`config.mk`:
```
export PLATFORM = sky130hd
export DESIGN_NAME = bus_event_monitor
export DESIGN_NICKNAME = d
export VERILOG_FILES = /design/src/pkg/monitor_pkg.sv /design/src/pkg/compare_if.sv /design/src/rtl/bus_compare_unit.sv /design/src/rtl/bus_event_monitor.sv
export SDC_FILE = /design/constraint.sdc
export NUM_CORES = 1
export LEC_CHECK = 0
export ABC_AREA = 1
export BUFFER_PORTS_ARGS = -buffer_cell sky130_fd_sc_hd__buf_2
export CELL_PAD_IN_SITES_DETAIL_PLACEMENT = 1
export CELL_PAD_IN_SITES_GLOBAL_PLACEMENT = 2
export CORE_MARGIN = 4
export CORE_UTILIZATION = 28
export DETAILED_ROUTE_END_ITERATION = 6
export PLACE_DENSITY_LB_ADDON = 0.1
export SLEW_MARGIN = 10
export SYNTH_ARGS = -nofsm -noshare
export SYNTH_HDL_FRONTEND = slang
export SYNTH_SLANG_ARGS = --single-unit
```
`constraint.sdc`:
```
create_clock -name clk_sys -period 13.88 [get_ports clk_sys]
set_clock_uncertainty 0.15 [all_clocks]
set_input_delay 2.776 -clock clk_sys [delete_from_list [all_inputs] [get_ports clk_sys]]
set_output_delay 2.776 -clock clk_sys [all_outputs]
set_load 0.01 [all_outputs]
```
`src/pkg/monitor_pkg.sv`:
```
/*
  Shared constants and types for the bus event monitor: bus widths, unit counts,
  event source numbering and the counter modes and states.
  Assumes a single system clock domain and a 32-bit CPU address and data bus.
*/
package monitor_pkg;

  // bus and unit sizes
  localparam int ADDR_W  = 32;
  localparam int DATA_W  = 32;
  localparam int MASKN_W = 6;        // low-bit mask count, 0..32
  localparam int NUM_CMP = 4;
  localparam int NUM_SYS = 8;
  localparam int NUM_CNT = 2;
  localparam int CNT_W   = 32;
  localparam int SEL_W   = 4;
  localparam int NUM_SRC = 1 + NUM_CMP + NUM_SYS;

  // positions in the event source vector seen by the counters
  localparam logic [SEL_W-1:0] SRC_CPU  = 4'h0;
  localparam logic [SEL_W-1:0] SRC_CMP0 = 4'h1;
  localparam logic [SEL_W-1:0] SRC_SYS0 = 4'h5;

  // values after reset and limits
  localparam logic [CNT_W-1:0] CNT_RESET = 32'h0000_0000;
  localparam logic [CNT_W-1:0] CNT_MAX   = 32'hffff_ffff;
  localparam logic [CNT_W-1:0] CNT_ONE   = 32'h0000_0001;

  typedef enum logic [1:0] {MODE_COUNT, MODE_DURATION, MODE_STAMP} cnt_mode_e;
  typedef enum logic {CNT_IDLE, CNT_RUN} cnt_state_e;

  typedef struct packed {
    cnt_state_e       st;
    logic [CNT_W-1:0] count;
    logic [CNT_W-1:0] stamp;
    logic             evt_d;
    logic             done;
  } cnt_s;

endpackage : monitor_pkg

```
`src/pkg/compare_if.sv`:
```
/*
  Carrier between the monitor top and one bus-compare unit: the watched CPU bus,
  the unit's match settings and the event it returns.
  Assumes all members are driven in the system clock domain.
*/
`timescale 1ns/1ns
interface compare_if;
  import monitor_pkg::*;
  logic [ADDR_W-1:0]  addr;
  logic [DATA_W-1:0]  data;
  logic               rd;
  logic               wr;
  logic               fetch;
  logic               en;
  logic               on_read;
  logic               on_write;
  logic               on_fetch;
  logic [ADDR_W-1:0]  ref_addr;
  logic [MASKN_W-1:0] mask_bits;
  logic [DATA_W-1:0]  ref_data;
  logic [DATA_W-1:0]  data_mask;
  logic               evt;
  modport unit (input addr, data, rd, wr, fetch, en, on_read, on_write, on_fetch,
                input ref_addr, mask_bits, ref_data, data_mask, output evt);
  modport host (output addr, data, rd, wr, fetch, en, on_read, on_write, on_fetch,
                output ref_addr, mask_bits, ref_data, data_mask, input evt);
endinterface : compare_if

```
`src/rtl/bus_compare_unit.sv`:
```
/*
  One bus-compare unit: matches the watched CPU access against a reference
  address with low bits masked and a bit-masked data pattern, qualified by kind.
  Assumes bus strobes last one cycle per access.
*/
`timescale 1ns/1ns
module bus_compare_unit
  import monitor_pkg::*;
(
  input wire logic clk_sys,
  input wire logic rst,
  compare_if.unit  cmp
);

  typedef struct packed {
    logic evt;
  } unit_s;

  unit_s             st_reg;
  unit_s             st_next;
  logic              kind_ok;
  logic              addr_ok;
  logic              data_ok;
  logic [ADDR_W-1:0] amask;

  // ones in the low n bits; those bits take no part in the address compare
  function automatic logic [ADDR_W-1:0] low_mask(input logic [MASKN_W-1:0] n);
    low_mask = (n >= MASKN_W'(ADDR_W)) ? '1 : ((ADDR_W'(1) << n) - ADDR_W'(1));
  endfunction : low_mask

  // access kind, masked address and masked data must all agree
  always_comb begin
    amask   = low_mask(cmp.mask_bits);
    kind_ok = (cmp.rd & cmp.on_read) | (cmp.wr & cmp.on_write)
            | (cmp.fetch & cmp.on_fetch);
    addr_ok = ((cmp.addr ^ cmp.ref_addr) & ~amask) == '0;
    data_ok = ((cmp.data ^ cmp.ref_data) & ~cmp.data_mask) == '0;
    st_next.evt = cmp.en & kind_ok & addr_ok & data_ok;
  end

  always_ff @(posedge clk_sys or posedge rst) begin
    if (rst) begin
      st_reg <= '0;
    end else begin
      st_reg <= st_next;
    end
  end

  assign cmp.evt = st_reg.evt;   // one pulse per matching access

  a_match_fires: assert property (@(posedge clk_sys) disable iff (rst)
    (cmp.en && ((cmp.rd && cmp.on_read) || (cmp.wr && cmp.on_write)
                || (cmp.fetch && cmp.on_fetch))
     && (cmp.mask_bits >= MASKN_W'(ADDR_W)
         || (cmp.addr >> cmp.mask_bits) == (cmp.ref_addr >> cmp.mask_bits))
     && ((cmp.data ^ cmp.ref_data) & ~cmp.data_mask) == '0) |=> cmp.evt)
    else $error("matching access gave no event");

  a_kind_qualified: assert property (@(posedge clk_sys) disable iff (rst)
    cmp.evt |-> $past((cmp.rd && cmp.on_read) || (cmp.wr && cmp.on_write)
                      || (cmp.fetch && cmp.on_fetch)))
    else $error("event without a qualifying access");

  a_range_match: assert property (@(posedge clk_sys) disable iff (rst)
    (cmp.evt && $past(cmp.mask_bits) < MASKN_W'(ADDR_W)) |->
      (($past(cmp.addr) >> $past(cmp.mask_bits))
       == ($past(cmp.ref_addr) >> $past(cmp.mask_bits))))
    else $error("event outside the masked address range");

  a_data_masked: assert property (@(posedge clk_sys) disable iff (rst)
    cmp.evt |-> ((($past(cmp.data) ^ $past(cmp.ref_data)) & ~$past(cmp.data_mask)) == '0)
               && $past(cmp.en))
    else $error("event with unmasked data mismatch");

  c_range_hit: cover property (@(posedge clk_sys) disable iff (rst)
    cmp.evt && $past(cmp.mask_bits) == MASKN_W'(4));

endmodule : bus_compare_unit

```
`src/rtl/bus_event_monitor.sv`:
```
/*
  Run-time bus event monitor: bus-compare units on the CPU bus, sticky flags
  with an interrupt, event export to the logic fabric, and system event counters.
  Assumes configuration arrives on plain ports held steady by surrounding logic,
  and that all inputs are synchronous to clk_sys.
*/
`timescale 1ns/1ns
module bus_event_monitor
  import monitor_pkg::*;
(
  input  wire logic                              clk_sys,
  input  wire logic                              rst,
  input  wire logic [ADDR_W-1:0]                 bus_addr,
  input  wire logic [DATA_W-1:0]                 bus_data,
  input  wire logic                              bus_rd,
  input  wire logic                              bus_wr,
  input  wire logic                              bus_fetch,
  input  wire logic                              cpu_active,
  input  wire logic [NUM_SYS-1:0]                sys_evt,
  input  wire logic [NUM_CMP-1:0]                cmp_en,
  input  wire logic [NUM_CMP-1:0]                cmp_on_read,
  input  wire logic [NUM_CMP-1:0]                cmp_on_write,
  input  wire logic [NUM_CMP-1:0]                cmp_on_fetch,
  input  wire logic [NUM_CMP-1:0][ADDR_W-1:0]    cmp_ref_addr,
  input  wire logic [NUM_CMP-1:0][MASKN_W-1:0]   cmp_mask_bits,
  input  wire logic [NUM_CMP-1:0][DATA_W-1:0]    cmp_ref_data,
  input  wire logic [NUM_CMP-1:0][DATA_W-1:0]    cmp_data_mask,
  input  wire logic [NUM_CMP-1:0]                irq_en,
  input  wire logic [NUM_CMP-1:0]                flag_clr,
  input  wire logic [NUM_CNT-1:0]                cnt_en,
  input  wire cnt_mode_e [NUM_CNT-1:0]           cnt_mode,
  input  wire logic [NUM_CNT-1:0][SEL_W-1:0]     cnt_start_sel,
  input  wire logic [NUM_CNT-1:0][SEL_W-1:0]     cnt_stop_sel,
  input  wire logic [NUM_CNT-1:0][SEL_W-1:0]     cnt_evt_sel,
  output wire logic [NUM_CMP-1:0]                fabric_evt,
  output wire logic [NUM_CMP-1:0]                cmp_flag,
  output wire logic                              irq,
  output wire logic [NUM_CNT-1:0]                cnt_running,
  output wire logic [NUM_CNT-1:0]                cnt_done,
  output wire logic [NUM_CNT-1:0][CNT_W-1:0]     cnt_value,
  output wire logic [NUM_CNT-1:0][CNT_W-1:0]     cnt_stamp
);

  typedef struct packed {
    cnt_s [NUM_CNT-1:0] cnt;
    logic [CNT_W-1:0]   timebase;
    logic [NUM_CMP-1:0] flag;
  } mon_s;

  mon_s               st_reg;
  mon_s               st_next;
  logic [NUM_CMP-1:0] cmp_evt;
  logic [NUM_SRC-1:0] src;

  // pick one source out of the event vector; out-of-range selects read as idle
  function automatic logic pick(input logic [NUM_SRC-1:0] v, input logic [SEL_W-1:0] sel);
    pick = (sel < SEL_W'(NUM_SRC)) ? v[sel] : 1'b0;
  endfunction : pick

  // one compare unit per slot, each on its own carrier
  generate
    for (genvar i = 0; i < NUM_CMP; i++) begin : g_cmp
      compare_if cif ();
      assign cif.addr      = bus_addr;
      assign cif.data      = bus_data;
      assign cif.rd        = bus_rd;
      assign cif.wr        = bus_wr;
      assign cif.fetch     = bus_fetch;
      assign cif.en        = cmp_en[i];
      assign cif.on_read   = cmp_on_read[i];
      assign cif.on_write  = cmp_on_write[i];
      assign cif.on_fetch  = cmp_on_fetch[i];
      assign cif.ref_addr  = cmp_ref_addr[i];
      assign cif.mask_bits = cmp_mask_bits[i];
      assign cif.ref_data  = cmp_ref_data[i];
      assign cif.data_mask = cmp_data_mask[i];
      assign cmp_evt[i]    = cif.evt;
      bus_compare_unit u_cmp (
        .clk_sys (clk_sys),
        .rst     (rst),
        .cmp     (cif.unit)
      );
    end
  endgenerate

  // source vector: cpu activity, compare events, then system events
  always_comb begin
    src = '0;
    src[SRC_CPU] = cpu_active;
    src[SRC_CMP0 +: NUM_CMP] = cmp_evt;
    src[SRC_SYS0 +: NUM_SYS] = sys_evt;
  end

  // next state: free timebase, sticky flags, and one small machine per counter
  always_comb begin
    logic s_hit;
    logic p_hit;
    logic e_hit;
    s_hit = 1'b0;
    p_hit = 1'b0;
    e_hit = 1'b0;
    st_next = st_reg;
    st_next.timebase = st_reg.timebase + CNT_ONE;
    // a new event beats a clear in the same cycle so no hit is lost
    st_next.flag = (st_reg.flag & ~flag_clr) | cmp_evt;
    for (int c = 0; c < NUM_CNT; c++) begin
      s_hit = pick(src, cnt_start_sel[c]);
      p_hit = pick(src, cnt_stop_sel[c]);
      e_hit = pick(src, cnt_evt_sel[c]);
      st_next.cnt[c].done  = 1'b0;
      st_next.cnt[c].evt_d = e_hit;
      unique case (st_reg.cnt[c].st)
        CNT_IDLE: begin
          if (cnt_en[c] && s_hit) begin
            st_next.cnt[c].st    = CNT_RUN;
            st_next.cnt[c].count = CNT_RESET;
          end
        end
        CNT_RUN: begin
          if (!cnt_en[c]) begin
            st_next.cnt[c].st = CNT_IDLE;
          end else if (p_hit) begin
            // stop wins over a same-cycle event; the result stays in count
            st_next.cnt[c].st   = CNT_IDLE;
            st_next.cnt[c].done = 1'b1;
          end else begin
            // counts saturate rather than wrap so a long run never reads small
            case (cnt_mode[c])
              MODE_COUNT: begin
                if (e_hit && !st_reg.cnt[c].evt_d && st_reg.cnt[c].count != CNT_MAX) begin
                  st_next.cnt[c].count = st_reg.cnt[c].count + CNT_ONE;
                end
              end
              MODE_DURATION: begin
                if (e_hit && st_reg.cnt[c].count != CNT_MAX) begin
                  st_next.cnt[c].count = st_reg.cnt[c].count + CNT_ONE;
                end
              end
              MODE_STAMP: begin
                if (e_hit) begin
                  st_next.cnt[c].stamp = st_reg.timebase;
                end
              end
              default: ;
            endcase
          end
        end
      endcase
    end
  end

  always_ff @(posedge clk_sys or posedge rst) begin
    if (rst) begin
      st_reg <= '0;
    end else begin
      st_reg <= st_next;
    end
  end

  // outputs from the registers; fabric_evt is the units' evt, irq gates the flags with irq_en
  assign fabric_evt = cmp_evt;
  assign cmp_flag   = st_reg.flag;
  assign irq        = |(st_reg.flag & irq_en);
  generate
    for (genvar c = 0; c < NUM_CNT; c++) begin : g_out
      assign cnt_running[c] = (st_reg.cnt[c].st == CNT_RUN);
      assign cnt_done[c]    = st_reg.cnt[c].done;
      assign cnt_value[c]   = st_reg.cnt[c].count;
      assign cnt_stamp[c]   = st_reg.cnt[c].stamp;
    end
  endgenerate

  a_flag_sticky: assert property (@(posedge clk_sys) disable iff (rst)
    cmp_evt[0] |=> cmp_flag[0] [*2] or (cmp_flag[0] ##1 $past(flag_clr[0])))
    else $error("flag not set or not held after event");

  a_irq_gated: assert property (@(posedge clk_sys) disable iff (rst)
    (cmp_evt[0] && irq_en[0]) |=> irq)
    else $error("enabled event gave no interrupt");

  a_fabric_export: assert property (@(posedge clk_sys) disable iff (rst)
    fabric_evt[0] |-> $past(cmp_en[0] && (bus_rd || bus_wr || bus_fetch)) ##1 cmp_flag[0])
    else $error("exported event without a bus access");

  a_sys_count: assert property (@(posedge clk_sys) disable iff (rst)
    (cnt_running[1] && cnt_en[1] && cnt_mode[1] == MODE_DURATION
     && pick(src, cnt_evt_sel[1]) && !pick(src, cnt_stop_sel[1])
     && cnt_value[1] != CNT_MAX)
    |=> cnt_value[1] == $past(cnt_value[1]) + CNT_ONE)
    else $error("duration count missed an event cycle");

  a_stamp_take: assert property (@(posedge clk_sys) disable iff (rst)
    (cnt_running[1] && cnt_en[1] && cnt_mode[1] == MODE_STAMP
     && pick(src, cnt_evt_sel[1]) && !pick(src, cnt_stop_sel[1]))
    |=> cnt_stamp[1] == $past(st_reg.timebase))
    else $error("time stamp not taken");

  a_start_clears: assert property (@(posedge clk_sys) disable iff (rst)
    (!cnt_running[0] && cnt_en[0] && pick(src, cnt_start_sel[0]))
    |=> cnt_running[0] && cnt_value[0] == CNT_RESET)
    else $error("start event did not begin a clean run");

  a_stop_done: assert property (@(posedge clk_sys) disable iff (rst)
    (cnt_running[0] && cnt_en[0] && pick(src, cnt_stop_sel[0]))
    |=> !cnt_running[0] && cnt_done[0] ##1 !cnt_done[0])
    else $error("stop event did not end the run with one done pulse");

  c_irq_raised: cover property (@(posedge clk_sys) disable iff (rst) $rose(irq));
  c_run_done: cover property (@(posedge clk_sys) disable iff (rst)
    $rose(cnt_running[0]) ##[1:50] cnt_done[0]);
  c_flag_race: cover property (@(posedge clk_sys) disable iff (rst)
    cmp_evt[0] && flag_clr[0]);

endmodule : bus_event_monitor

```
==> out/qor.yml <==
synthesis:
  postSynth.asyncResetShare_pct: 100
  synth_common_cells: "nand2_1 (699), nor2_1 (422), nand3_1 (297)"
  synthCells: 3004
  syn_nets: 3551
  ys_ff_latch: 174
  yosysMostFrequentCell: "nand2_1"
  synth_top_area_share_pct: 23.2
  syn_area_um2: 18800
  synth_edf_count: 0
  synth_cell_type_count: 49
  ys_seq_area_share_pct: 23.2
  synth_ff_type: "dfrtp_1"
  syn_area_per_cell_um2: 6.26
  ys_warn_count: 0
  synth.area.top_cells: "dfrtp_1 (23%), nand2_1 (14%), nor2_1 (8.4%)"
  yosysTopAreaCell: "dfrtp_1"
cells_and_area:
  area_growth_pct: 19.2
  layout-drive-gt1-share_pct: 22.7
  seq_area_um2: 4350
  filler_cell_count: 8793
  multiInputGateArea_um2: 11900
  final_nets: 4004
  finalInstanceArea_um2: 22400
floorplanning:
  start_util_pct: 28.4
  io_pins: 681
  rows: 94
  die_h_um: 267
  die_w_um: 267
  core-area_um2: 66100
  dieArea_um2: 71300
critical_path:
  crit_path_max_incr_delay_ns: 0.14
  cpMostUsedCell: "buf_2"
  timing.rr.start: "g_cmp[0].u_cmp.cmp.evt"
  cp_slowest_cell: "buf_2"
  cp-end-kind: "output port"
  cp-startpoint: "irq_en[0]"
  cp-start-kind: "input port"
  path_class: "in -> out"
  crit_arrival_ns: 3.16
  cp_cell_sequence: "buf_2 > nand2_1 > nand4_1 > buf_2"
  required_ns: 10.95
  cp_max_fo: 1
sta:
  hold_viol_final: 0
  drv_slew: 0
  worst_slew_pin_slew_ns: 1.12
  max_freq_ghz: 0.164
  finalCritPeriodShare_pct: 43.9
  maxSlewHeadroom_pct: 25.5
  final.min_clock_period_ns: 6.09
  rsz0062_at_grt: "no"
  finalSetupTns_ns: 0
  finalSetupViolations: 0
clocking:
  post-cts-setup-buffer-count: 0
  cts_sinks: 174
  clk_pin_slew_worst_paths_ns: 0.07
  root_buffer: "clkbuf_16"
  cts_buffers: 17
  cts_hold_buf: 0
  cts.path.max_buffers: 2
  cts_tree: "built"
  htree_levels: 4
  cts_resized: 0
  clk_latency_ns: 0.47
global_route:
  antenna_found_initial: 40
  grt_first_pass_wirelength_um: 154000
  grt_pass1_vias: 23296
  grt_max_degree: 75
  grt_use_total_pct: 29.2
  grt.overflow.total: 0
status:
  outcome: "completed"
placed_design:
  numPortBuffers: 680
  dpl-instance-area_um2: 21700
  dp_hpwl_um: 93400
  routabilityCongestion: 1.09
route:
  drt_iter0_markers: 1316
  postRouteAntennaNets: 0
  vias: 22240
  drt-total-wl_um: 108000
  routedWlPerCell_um: 24.9
  vias_per_cell: 5.11
  remaining_drc_errors: 0
  dr.pass1.iters: 5
hold_path:
  min_path_type: "reg -> reg"
  holdCritStartpoint: "st_reg[31]"
job:
  drv_cap: 0
power:
  p_leak_nw: 12.1
  powerDensity_nw_per_um2: 77.8
  vdd_ir_drop_max_mv: 0.0869
==> through the flow <==
stage          total power [W]  setup WS, ns  cells  utilization [%]  hold slack [ns]
6_report               0.00174          7.79   4352             33.9            0.348
5_1_grt                0.00184          7.60   4345             33.8            0.365
4_1_cts                0.00177          7.78   4334             33.8            0.353
3_5_place_dp           0.00125          7.46   4302             32.9            0.337
3_3_place_gp           0.00124          7.72   4302             32.9            0.333
2_1_floorplan          0.00100          6.24   3004                -            0.300
==> cells in the final DEF (no fill, tap or decap), types with 11 or more instances in the layout <==
cell       Yosys  final
a21oi_1      102    102
o21ai_0      156    156
nor2_2        31     30
nand4_1      106    106
nor4_1        20     20
clkbuf_16      0     17
nand2_1      699    699
diode_2        0     18
nor2_1       422    422
buf_2         41    680
o22ai_1       15     15
nand3_1      297    297
or2_2         11     11
o211ai_1      15     15
nor3_1        74     74
dfrtp_1      174    174
inv_1        240    239
xor2_1       167    167
xnor2_1      118    118
==> layout make-up <==
class	count	area share (%)
Antenna cell	18	0.201
Clock buffer	17	1.90
Clock inverter	15	0.844
Inverter	249	4.20
Multi-Input combinational cell	2329	53.2
Sequential cell	174	19.4
Tap cell	864	4.83
Timing Repair Buffer	686	15.4
==> worst max-delay path, delay by kind of cell <==
kind / cells / cell delay [ns]
AND/OR/NAND/NOR: 2 / 0.15
buffers and inverters: 2 / 0.23
==> power breakdown <==
part | leakage, nW | total [W] | internal, W | switching [W]
Sequential | 2.32 | 0.000599 | 0.000561 | 0.0000383
Clock | 0.296 | 0.000503 | 0.000245 | 0.000259
Combinational | 9.50 | 0.000640 | 0.000222 | 0.000418
Total | 12.1 | 0.00174 | 0.00103 | 0.000715
==> metal layers <==
metal	vias up	wire length, um	GRT usage [%]
met4	24	3880	10.5
met5	-	150	0
li1	10624	-	-
met1	10769	43700	34.3
met2	651	54800	52.8
met3	172	5830	5.65
==> logic make-up after synthesis <==
group                    synth area share, %
adder cells (fa/ha/maj)                0.466
XOR/XNOR                                13.3
flip-flops                              23.2
AND/OR/NAND/NOR                         39.1
AO/OA/AOI/OAI                           10.5
buffers and inverters                   13.5
==> path summary, 6_finish.rpt <==
check                                     end  slack, ns  cells past startpoint
worst max-delay path                      irq       7.79                      4
worst min-delay path               st_reg[31]       0.35                      1
worst max register to register   cnt_value[6]       9.70                     14
worst min register to register     st_reg[31]       0.35                      1
max in group asynchronous          st_reg[32]       9.40                      4
min in group asynchronous       cnt_value[58]       2.25                      2
(Power assumes the default switching activity.)
